--- config.mk ---
export PLATFORM = sky130hd
export DESIGN_NAME = csbu_top
export DESIGN_NICKNAME = d
export VERILOG_FILES = /design/src/hw/csbu_pkg.sv /design/src/hw/csbu_cond.sv /design/src/hw/csbu_target.sv /design/src/hw/csbu_top.sv
export VERILOG_INCLUDE_DIRS = /design/src /design/src/hw
export SDC_FILE = /design/constraint.sdc
export NUM_CORES = 1
export LEC_CHECK = 0
export BUFFER_PORTS_ARGS = -buffer_cell sky130_fd_sc_hd__buf_4
export CELL_PAD_IN_SITES_DETAIL_PLACEMENT = 1
export CELL_PAD_IN_SITES_GLOBAL_PLACEMENT = 1
export CORE_ASPECT_RATIO = 1.2
export CORE_MARGIN = 5
export CORE_UTILIZATION = 40
export CTS_CLUSTER_DIAMETER = 40
export CTS_CLUSTER_SIZE = 25
export DETAILED_ROUTE_END_ITERATION = 6
export PLACE_DENSITY = 0.82
export SLEW_MARGIN = 20
export SYNTH_ARGS = -nofsm -noshare
export SYNTH_HDL_FRONTEND = slang
export SYNTH_SLANG_ARGS = --single-unit
--- constraint.sdc ---
create_clock -name clk -period 6.85 [get_ports clk]
set_input_delay 0.3425 -clock clk [delete_from_list [all_inputs] [get_ports clk]]
set_output_delay 0.3425 -clock clk [all_outputs]
set_load 0.03 [all_outputs]
--- src/hw/csbu_cfg.svh ---
/*
 holds the timing counts, field widths, step sizes and status flag positions
 used by the conditional skip/branch unit. assumes nothing but inclusion.
*/
`ifndef CSBU_CFG_SVH
`define CSBU_CFG_SVH
`define CSBU_PC_W 16
`define CSBU_K_W 7
`define CSBU_FLAG_C 3'h0
`define CSBU_FLAG_Z 3'h1
`define CSBU_FLAG_N 3'h2
`define CSBU_FLAG_V 3'h3
`define CSBU_FLAG_H 3'h5
`define CSBU_STEP_NORMAL 2'h1
`define CSBU_STEP_SKIP1 2'h2
`define CSBU_STEP_SKIP2 2'h3
`define CSBU_CYC_NOT_TAKEN 2'h1
`define CSBU_CYC_TAKEN 2'h2
`define CSBU_CYC_SKIP2 2'h3
`endif

--- src/hw/csbu_pkg.sv ---
/*
 types for the conditional skip/branch unit. assumes csbu_cfg.svh.
*/
`include "csbu_cfg.svh"
package csbu_pkg;
   typedef enum logic [4:0] {
      CSBU_OP_NONE,
      CSBU_OP_SKIP_IF_REG_BIT_CLEAR,
      CSBU_OP_SKIP_IF_REG_BIT_SET,
      CSBU_OP_SKIP_IF_IO_BIT_CLEAR,
      CSBU_OP_SKIP_IF_IO_BIT_SET,
      CSBU_OP_BRANCH_IF_FLAG_SET,
      CSBU_OP_BRANCH_IF_FLAG_CLEAR,
      CSBU_OP_BRANCH_IF_EQUAL,
      CSBU_OP_BRANCH_IF_NOT_EQUAL,
      CSBU_OP_BRANCH_IF_CARRY_SET,
      CSBU_OP_BRANCH_IF_LOWER,
      CSBU_OP_BRANCH_IF_CARRY_CLEAR,
      CSBU_OP_BRANCH_IF_SAME_OR_HIGHER,
      CSBU_OP_BRANCH_IF_MINUS,
      CSBU_OP_BRANCH_IF_PLUS,
      CSBU_OP_BRANCH_IF_GE_SIGNED,
      CSBU_OP_BRANCH_IF_LT_SIGNED,
      CSBU_OP_BRANCH_IF_HALF_CARRY_SET
   } csbu_op_e;
   typedef logic [`CSBU_PC_W-1:0] csbu_pc_t;
endpackage

--- src/hw/csbu_cond.sv ---
/*
 combinational condition evaluator: decides whether the tested
 condition of an operation holds. assumes operands are stable.
*/
`timescale 1ns/1ps
`default_nettype none
module csbu_cond
   import csbu_pkg::*;
(
   input wire csbu_pkg::csbu_op_e op, // operation
   input wire logic [7:0] operand, // gp or io register value
   input wire logic [2:0] bit_sel, // bit under test
   input wire logic [7:0] status_register, // flags, read only
   output logic cond_true, // condition holds
   output logic is_skip // operation is a skip
);
   logic tb;
   logic sb;
   always_comb begin
      tb = operand[bit_sel];
      sb = status_register[bit_sel];
      is_skip = 1'b0;
      cond_true = 1'b0;
      case (op)
         CSBU_OP_SKIP_IF_REG_BIT_CLEAR: begin is_skip = 1'b1; cond_true = ~tb; end
         CSBU_OP_SKIP_IF_REG_BIT_SET: begin is_skip = 1'b1; cond_true = tb; end
         CSBU_OP_SKIP_IF_IO_BIT_CLEAR: begin is_skip = 1'b1; cond_true = ~tb; end
         CSBU_OP_SKIP_IF_IO_BIT_SET: begin is_skip = 1'b1; cond_true = tb; end
         CSBU_OP_BRANCH_IF_FLAG_SET: cond_true = sb;
         CSBU_OP_BRANCH_IF_FLAG_CLEAR: cond_true = ~sb;
         CSBU_OP_BRANCH_IF_EQUAL: cond_true = status_register[`CSBU_FLAG_Z];
         CSBU_OP_BRANCH_IF_NOT_EQUAL: cond_true = ~status_register[`CSBU_FLAG_Z];
         CSBU_OP_BRANCH_IF_CARRY_SET,
         CSBU_OP_BRANCH_IF_LOWER: cond_true = status_register[`CSBU_FLAG_C];
         CSBU_OP_BRANCH_IF_CARRY_CLEAR,
         CSBU_OP_BRANCH_IF_SAME_OR_HIGHER: cond_true = ~status_register[`CSBU_FLAG_C];
         CSBU_OP_BRANCH_IF_MINUS: cond_true = status_register[`CSBU_FLAG_N];
         CSBU_OP_BRANCH_IF_PLUS: cond_true = ~status_register[`CSBU_FLAG_N];
         CSBU_OP_BRANCH_IF_GE_SIGNED:
            cond_true = ~(status_register[`CSBU_FLAG_N] ^ status_register[`CSBU_FLAG_V]);
         CSBU_OP_BRANCH_IF_LT_SIGNED:
            cond_true = status_register[`CSBU_FLAG_N] ^ status_register[`CSBU_FLAG_V];
         CSBU_OP_BRANCH_IF_HALF_CARRY_SET: cond_true = status_register[`CSBU_FLAG_H];
         default: cond_true = 1'b0;
      endcase
   end
endmodule
`default_nettype wire

--- src/hw/csbu_target.sv ---
/*
 combinational next program counter arithmetic. assumes pc wraps.
*/
`timescale 1ns/1ps
`default_nettype none
module csbu_target
   import csbu_pkg::*;
(
   input wire csbu_pkg::csbu_pc_t program_counter, // current pc
   input wire logic [`CSBU_K_W-1:0] k_offset, // signed word offset
   input wire logic [1:0] step, // sequential advance
   output csbu_pkg::csbu_pc_t seq_pc, // pc + step
   output csbu_pkg::csbu_pc_t branch_pc // pc + k + 1
);
   csbu_pc_t k_ext;
   always_comb begin
      // sign extension keeps backward branches correct across the pc width
      k_ext = {{(`CSBU_PC_W-`CSBU_K_W){k_offset[`CSBU_K_W-1]}}, k_offset};
      seq_pc = program_counter + {{(`CSBU_PC_W-2){1'b0}}, step};
      branch_pc = program_counter + k_ext + {{(`CSBU_PC_W-1){1'b0}}, 1'b1};
   end
endmodule
`default_nettype wire

--- src/hw/csbu_top.sv ---
/*
 conditional skip/branch unit: one request per cycle, registered result
 next cycle. assumes the core supplies operands and the word length of
 the following instruction in the same cycle as the request.
*/
`timescale 1ns/1ps
`default_nettype none
module csbu_top
   import csbu_pkg::*;
(
   input wire logic clk, // core clock
   input wire logic srst, // sync reset, high
   input wire logic req_valid, // request strobe
   input wire csbu_pkg::csbu_op_e op, // operation
   input wire csbu_pkg::csbu_pc_t program_counter, // pc of this op
   input wire logic [7:0] operand, // gp or io register value
   input wire logic [2:0] bit_sel, // b or s field
   input wire logic [`CSBU_K_W-1:0] k_offset, // branch offset
   input wire logic next_is_two_word, // following op is two words
   input wire logic [7:0] status_register, // flags in
   output logic res_valid, // result pulse
   output csbu_pkg::csbu_pc_t next_pc, // new pc
   output logic taken, // skip or branch taken
   output logic [1:0] cycles, // cycles used
   output logic [7:0] status_out // flags out, unchanged
);
   import csbu_pkg::*;
   logic cond_true;
   logic is_skip;
   logic [1:0] step;
   csbu_pc_t seq_pc;
   csbu_pc_t branch_pc;
   logic res_valid_d, res_valid_q;
   logic taken_d, taken_q;
   logic [1:0] cycles_d, cycles_q;
   csbu_pc_t next_pc_d, next_pc_q;
   logic [7:0] status_d, status_q;

   csbu_cond u_cond (
      .op(op),
      .operand(operand),
      .bit_sel(bit_sel),
      .status_register(status_register),
      .cond_true(cond_true),
      .is_skip(is_skip)
   );

   csbu_target u_target (
      .program_counter(program_counter),
      .k_offset(k_offset),
      .step(step),
      .seq_pc(seq_pc),
      .branch_pc(branch_pc)
   );

   always_comb begin
      step = `CSBU_STEP_NORMAL;
      if (is_skip && cond_true) begin
         step = next_is_two_word ? `CSBU_STEP_SKIP2 : `CSBU_STEP_SKIP1;
      end
   end

   always_comb begin
      res_valid_d = req_valid && (op != CSBU_OP_NONE);
      taken_d = taken_q;
      cycles_d = cycles_q;
      next_pc_d = next_pc_q;
      // flags pass through the register unchanged; only srst writes them, to zero
      status_d = status_register;
      if (res_valid_d) begin
         taken_d = cond_true;
         if (is_skip) begin
            next_pc_d = seq_pc;
            if (!cond_true) begin
               cycles_d = `CSBU_CYC_NOT_TAKEN;
            end else if (next_is_two_word) begin
               cycles_d = `CSBU_CYC_SKIP2;
            end else begin
               cycles_d = `CSBU_CYC_TAKEN;
            end
         end else begin
            next_pc_d = cond_true ? branch_pc : seq_pc;
            cycles_d = cond_true ? `CSBU_CYC_TAKEN : `CSBU_CYC_NOT_TAKEN;
         end
      end
      if (srst) begin
         res_valid_d = 1'b0;
         taken_d = 1'b0;
         cycles_d = 2'h0;
         next_pc_d = '0;
         status_d = 8'h00;
      end
   end

   always_ff @(posedge clk) begin
      res_valid_q <= res_valid_d;
      taken_q <= taken_d;
      cycles_q <= cycles_d;
      next_pc_q <= next_pc_d;
      status_q <= status_d;
   end

   assign res_valid = res_valid_q;
   assign taken = taken_q;
   assign cycles = cycles_q;
   assign next_pc = next_pc_q;
   assign status_out = status_q;
endmodule
`default_nettype wire

==> results of run 1 <==
==> worst reg2reg max path, delay by kind of cell, from the launching register on <==
| kind | cells | cell delay (ns) |
|---|---|---|
| AO/OA/AOI/OAI | 1 | 0.28 |
| flip-flops | 1 | 0.34 |
| AND/OR/NAND/NOR | 1 | 0.06 |
==> cell type report <==
cell class              instances  share of cell area (%)
clock buffers                   4                    1.42
repair buffers                 79                    18.7
multi-input cells             250                    58.3
well taps                      82                    3.24
flip-flops and latches         27                    17.1
inverters                      11                    1.30
==> power breakdown <==
group	internal, uW	switching [uW]	leakage (uW)
Clock	41.8	53.5	0.0000228
Combinational	95.6	124	0.00117
Sequential	170	6.35	0.000224
==> sequential cells by signal (all words and copies together), names as in the netlist <==
register and count:
res_valid 1, taken 1, status_out 8, next_pc 16
cycles 1
==> per-layer routing <==
layer	track usage, %	share of wire [%]	wire length [um]
met1	23.1	43	3270
met2	35.7	52	3940
met3	1.49	3.7	285
met4	6.27	1.9	148
met5	0	0	0
==> how the worst min path moves through the flow <==
stage                               end  depth (start not counted)  slack, ns
2_1_floorplan      res_valid$_SDFF_PP0_                          1       0.45
3_3_place_gp    next_pc[2]$_SDFFE_PP0P_                          2       0.45
3_5_place_dp    next_pc[2]$_SDFFE_PP0P_                          2       0.46
4_1_cts        status_out[7]$_SDFF_PP0_                          2       0.28
5_1_grt        status_out[7]$_SDFF_PP0_                          2       0.28
6_report       status_out[7]$_SDFF_PP0_                          2       0.28
==> layout by cell type, fill, tap and decap left out, types with 3 or more instances in the layout <==
cell type / netlist / routed
a21oi_1: 19 / 19
nor2_1: 26 / 26
and3_1: 8 / 8
nor2b_1: 11 / 11
o31a_1: 4 / 4
ha_1: 17 / 17
a31oi_1: 6 / 6
nand3_1: 18 / 18
nor3_1: 7 / 7
or2_2: 3 / 3
xnor2_1: 17 / 17
nand2_2: 3 / 3
o211ai_1: 4 / 4
o21ai_0: 8 / 8
nand2b_1: 9 / 9
buf_4: 1 / 79
nand4_1: 4 / 4
mux2i_1: 11 / 11
inv_1: 11 / 11
nand3b_1: 4 / 4
clkbuf_8: 0 / 3
xor2_1: 9 / 9
a21o_1: 4 / 4
mux4_1: 4 / 4
dfxtp_1: 27 / 27
nand2_1: 15 / 15
a211oi_1: 9 / 9
==> through the flow <==
stage,setup WS [ns],hold slack (ns),instance area (um^2),util [%],total power [uW]
floorplan,3.73,0.450,2500,-,321
CTS,3.42,0.282,3170,52.4,495
global route,3.21,0.277,3170,52.4,523
finish,3.49,0.281,3170,52.4,491
detailed placement,3.16,0.456,3120,51.6,401
global placement,3.28,0.449,3120,51.6,395
==> cells by family (layout without fill, tap and decap cells) <==
| group | count (synthesis) | in the layout |
|---|---|---|
| simple gates | 119 | 119 |
| compound gates | 71 | 71 |
| flops | 27 | 27 |
| xor+xnor | 26 | 26 |
| buf+inv | 25 | 94 |
| fa+ha+maj | 19 | 19 |
| mux | 15 | 15 |
==> flow_metrics.tcl, run 1 <==
set metrics [dict create \
    peakVddDrop_mv 0.0700 \
    gp_congestion 0.815 \
    ant_nets 0 \
    syn_to_final_growth_pct 26.8 \
    totalWireLength_mm 7.64 \
    post_cts_buffers 0 \
    synth_area_leaders "dfxtp_1 (22%), ha_1 (8.5%), xnor2_1 (6.0%)" \
    reg2regPathDepth 2 \
    yosysMostFrequentCell "dfxtp_1" \
    grt_pass1_vias 2693 \
    synth_top_family_by_area "simple AND/OR/NAND/NOR gates" \
    nets 442 \
    grt_first_pass_wirelength_mm 12.5 \
    yosysTopAreaCell "dfxtp_1" \
    antenna_found_initial 0 \
    ctsLongestPathBuffers 2 \
    cts_tree "yes" \
    synth_flop_cell "dfxtp_1" \
    fin_crit_ns 3.36 \
    die_area_um2 7940 \
    ys_warn_count 0 \
    cp-startpoint "bit_sel[0]" \
    cts_hold_buf 0 \
    synth_edf_count 0 \
    ctsResizeCount 0 \
    path_depth 15 \
    antenna_cells 0 \
    htree_num_levels 1 \
    num_rows 31 \
    p_leak_uw 0.00142 \
    slowest_delay_ns 0.55 \
    cts_num_sinks 27 \
    drt_iter0_markers 86 \
    routedWlPerCell_um 16.9 \
    insertion_delay_ns 0.28 \
    endpoint "next_pc[14]$_SDFFE_PP0P_" \
    clock_tree.root_cell "clkbuf_8" \
    die_width_um 82.2 \
    clk_pin_slew_ns 0.09 \
    path_max_fanout 5 \
    grt_use_total_pct 19.5 \
    io_pins 79 \
    ys_ff_latch 27 \
    crit_type "primary input to flip-flop" \
    hp-class "primary input to flip-flop" \
    syn_area_per_cell_um2 8.28 \
    cpLargestDelayFamily "simple AND/OR/NAND/NOR gates" \
    numCtsBuffers 3 \
    cp.arrival_ns 3.56 \
    synth_top_area_share_pct 21.6 \
    clock_skew_ns 0 \
    design.core.area_um2 6050 \
    start_util_pct 41.3 \
    end_kind "flip-flop" \
    dpl.hpwl_mm 6.30 \
    fin_crit_sh_pct 49.1 \
    multiInputGateArea_um2 1850 \
    cp.required_ns 7.05 \
    cap_violations 0 \
    rr_startpoint "next_pc[3]$_SDFFE_PP0P_" \
    io_buffers 78 \
    finalSetupViolations 0 \
    layout.cells.non_filler 453 \
    status "finished, final reports clean" \
    synth_commonest_cells "dfxtp_1 (27), nor2_1 (26), a21oi_1 (19), nand3_1 (18)" \
    async_flop_share_pct 0 \
    ys_types 50 \
    min_from "status_register[7]" \
    vias_per_cell 5.58 \
    drcViolationCount 0 \
    setup_tns_ns 0 \
    synth_compound_area_share_pct 20.1 \
    yosysSeqAreaShare_pct 21.6 \
    cp_cell_sequence "buf_4, mux4_1, mux2i_1, nor3_1, a31oi_1, nand2b_1, or2_2, ha_1, inv_1, fa_1, nor2b_1, and3_1, xnor2_1, o31a_1, o221ai_1" \
    grt_max_degree 30 \
    netlist_instances 302 \
    hold_violations 0 \
    rsz0062_at_grt "false" \
    slew_headroom_pct 33.9 \
    power-per-cell-area_nw_per_um2 155 \
    synthXorXnorAreaFrac_pct 9.11 \
    synth_mux_area_share_pct 8.61 \
    die_h_um 96.6 \
    fill_cells 773 \
    synthSimpleGateAreaFrac_pct 26.0 \
    vias 2530 \
    slew_violations 0 \
    timing.fmax_ghz 0.298 \
    syn-cell-area_um2 2500 \
    r2r_slack_ns 6.08 \
    drive_above_1_share_pct 25.9 \
    synthAdderAreaFrac_pct 10.1 \
    worst_pin_slew_ns 0.991 \
    critical_path.startpoint_type "primary input" \
    placed_cells 449 \
    slowest_stage "mux4_1" \
    synth_nets 372 \
    grt-ovfl-total 0 \
    drtPass1Iterations 4 \
    crit_buf_inv 2 \
    regArea_um2 541 \
    reg2reg_to "next_pc[3]$_SDFFE_PP0P_" \
]
(Power assumes the default switching activity.)
==> run 2, diff against run 1 <==
Settings changed: CORE_UTILIZATION 40 to 34, PLACE_DENSITY 0.82 to 0.73.
Clock period 6.85 ns to 2.9 ns, I/O delays scaled along.
==> run 2 against run 1 <==
Compared with the run above: power rose by 140%; utilization down 7.3 points; via count grew 0.43%; count of clock-buffer cells in the layout down 1; critical path type unchanged.
==> flow_metrics.tcl, run 2 (synthesized netlist as in run 1, its figures left out) <==
set metrics [dict create \
    grt-ovfl-total 0 \
    largest_register_ff_count 16 \
    min_delay_path_depth 2 \
    slew_violations 0 \
    mostFrequentLayoutCells "buf_4 (87), dfxtp_1 (27), nor2_1 (26)" \
    multiInputGateArea_um2 1870 \
    crit_type "primary input to flip-flop" \
    finalInstanceArea_um2 3260 \
    pre_cts_slack_ns -0.178 \
    die_h_um 104 \
    routedWlPerCell_um 16.5 \
    finalSetupViolations 0 \
    io_buffers 78 \
    peakVddDrop_mv 0.177 \
    r2r_slack_ns 2.11 \
    cp.required_ns 3.10 \
    insertion_delay_ns 0.28 \
    hp-class "primary input to flip-flop" \
    worst_pin_slew_ns 0.986 \
    grt_first_pass_wirelength_mm 12.0 \
    clock_tree.root_cell "clkbuf_8" \
    cts_tree "yes" \
    grt_pass1_vias 2481 \
    fin_util_pct 45.1 \
    layout_commonest_cell "buf_4" \
    drtPass1Iterations 6 \
    gp_congestion 0.793 \
    numCtsBuffers 3 \
    clock_skew_ns 0 \
    totalWireLength_mm 7.72 \
    layout.cells.non_filler 469 \
    nets 450 \
    power-per-cell-area_nw_per_um2 361 \
    grt_max_degree 30 \
    vias 2541 \
    rr_startpoint "taken$_SDFFE_PP0P_" \
    hold_ws_ns 0.0754 \
    dpl.hpwl_mm 6.27 \
    end_kind "flip-flop" \
    io_pins 79 \
    cp.arrival_ns 2.96 \
    rsz0062_at_grt "false" \
    vias_per_cell 5.42 \
    p_leak_uw 0.00145 \
    drt_iter0_markers 93 \
    setup_ws_ns 0.137 \
    fin_crit_ns 2.76 \
    reg2regPathDepth 2 \
    antenna_found_initial 0 \
    placed_cells 465 \
    post_cts_buffers 0 \
    reg2reg_to "taken$_SDFFE_PP0P_" \
    htree_num_levels 1 \
    ctsLongestPathBuffers 2 \
    num_rows 34 \
    min_from "status_register[7]" \
    drcViolationCount 0 \
    cap_violations 0 \
    timing.fmax_ghz 0.362 \
    critical_path.startpoint_type "primary input" \
    start_util_pct 34.6 \
    ant_nets 0 \
    cts_num_sinks 27 \
    min_to "status_out[7]$_SDFF_PP0_" \
    drive_above_1_share_pct 29.0 \
    die_width_um 88.3 \
    regArea_um2 541 \
    fill_cells 886 \
    placed_area_um2 3200 \
    slew_headroom_pct 34.3 \
    path_max_fanout 4 \
    die_area_um2 9170 \
    hold_violations 0 \
    syn_to_final_growth_pct 30.5 \
    clk_pin_slew_ns 0.10 \
    design.core.area_um2 7230 \
    fin_crit_sh_pct 95.3 \
    status "finished, final reports clean" \
    antenna_cells 0 \
    grt_use_total_pct 16.2 \
]
## run 2: cell types whose count changed in the layout (fill, tap and decap cells not counted), sizes merged
| cell | before | now |
|---|---|---|
| buf | 79 | 87 |
| clkinvlp | 0 | 1 |
| clkbuf | 4 | 3 |
## run 2: per-layer routing
metal / track usage (%) / vias up / part of all wire (%)
met5: 0 / - / 0
met4: 6.48 / 0 / 1.9
met1: 20.4 / 1215 / 44
li1: - / 1259 / -
met3: 1.35 / 8 / 4.6
met2: 27.9 / 59 / 50
## run 2: cell type report
cell class              count  area share, %
multi-input cells         250           57.2
well taps                  90           3.45
repair buffers             87           20.0
flip-flops and latches     27           16.6
clock buffers               3           1.27
inverters                  11           1.27
clock inverters             1          0.230
## run 2: how the worst max path moves through the flow
stage	cells past startpoint	slack [ns]	to	from
6_report	16	0.14	next_pc[6]$_SDFFE_PP0P_	bit_sel[0]
5_1_grt	16	0.02	next_pc[6]$_SDFFE_PP0P_	bit_sel[0]
4_1_cts	16	0.09	next_pc[6]$_SDFFE_PP0P_	bit_sel[0]
3_5_place_dp	16	-0.18	next_pc[6]$_SDFFE_PP0P_	bit_sel[0]
3_3_place_gp	16	-0.14	next_pc[8]$_SDFFE_PP0P_	bit_sel[0]
2_1_floorplan	14	0.05	next_pc[10]$_SDFFE_PP0P_	bit_sel[0]
## run 2: per-stage QoR
stage	power, uW	TNS, ns
after floorplan	760	0
after global placement	945	-0.972
after detailed placement	955	-1.32
after CTS	1190	0
after global routing	1260	0
final	1180	0
## run 2: timing repair
item | in CTS | in global routing
gates resized for setup | 0 | 4
setup endpoints to repair | 0 | 7
hold buffers | 0 | 0
## run 2: power by group
| group | internal [uW] | switching, uW |
|---|---|---|
| registers | 401 | 16.3 |
| logic | 235 | 295 |
| clock network | 97.9 | 134 |
| total | 733 | 446 |
## run 2: worst max-delay path, stage by stage
cell	delay [ns]
buf_4	0.11
mux4_1	0.56
mux2i_2	0.23
buf_4	0.15
a31oi_1	0.07
nand2b_1	0.15
or2_2	0.28
ha_1	0.20
inv_1	0.07
fa_2	0.21
nor2b_2	0.06
buf_4	0.13
xnor2_1	0.13
nor3_2	0.19
a21oi_1	0.07
a211oi_1	0.21
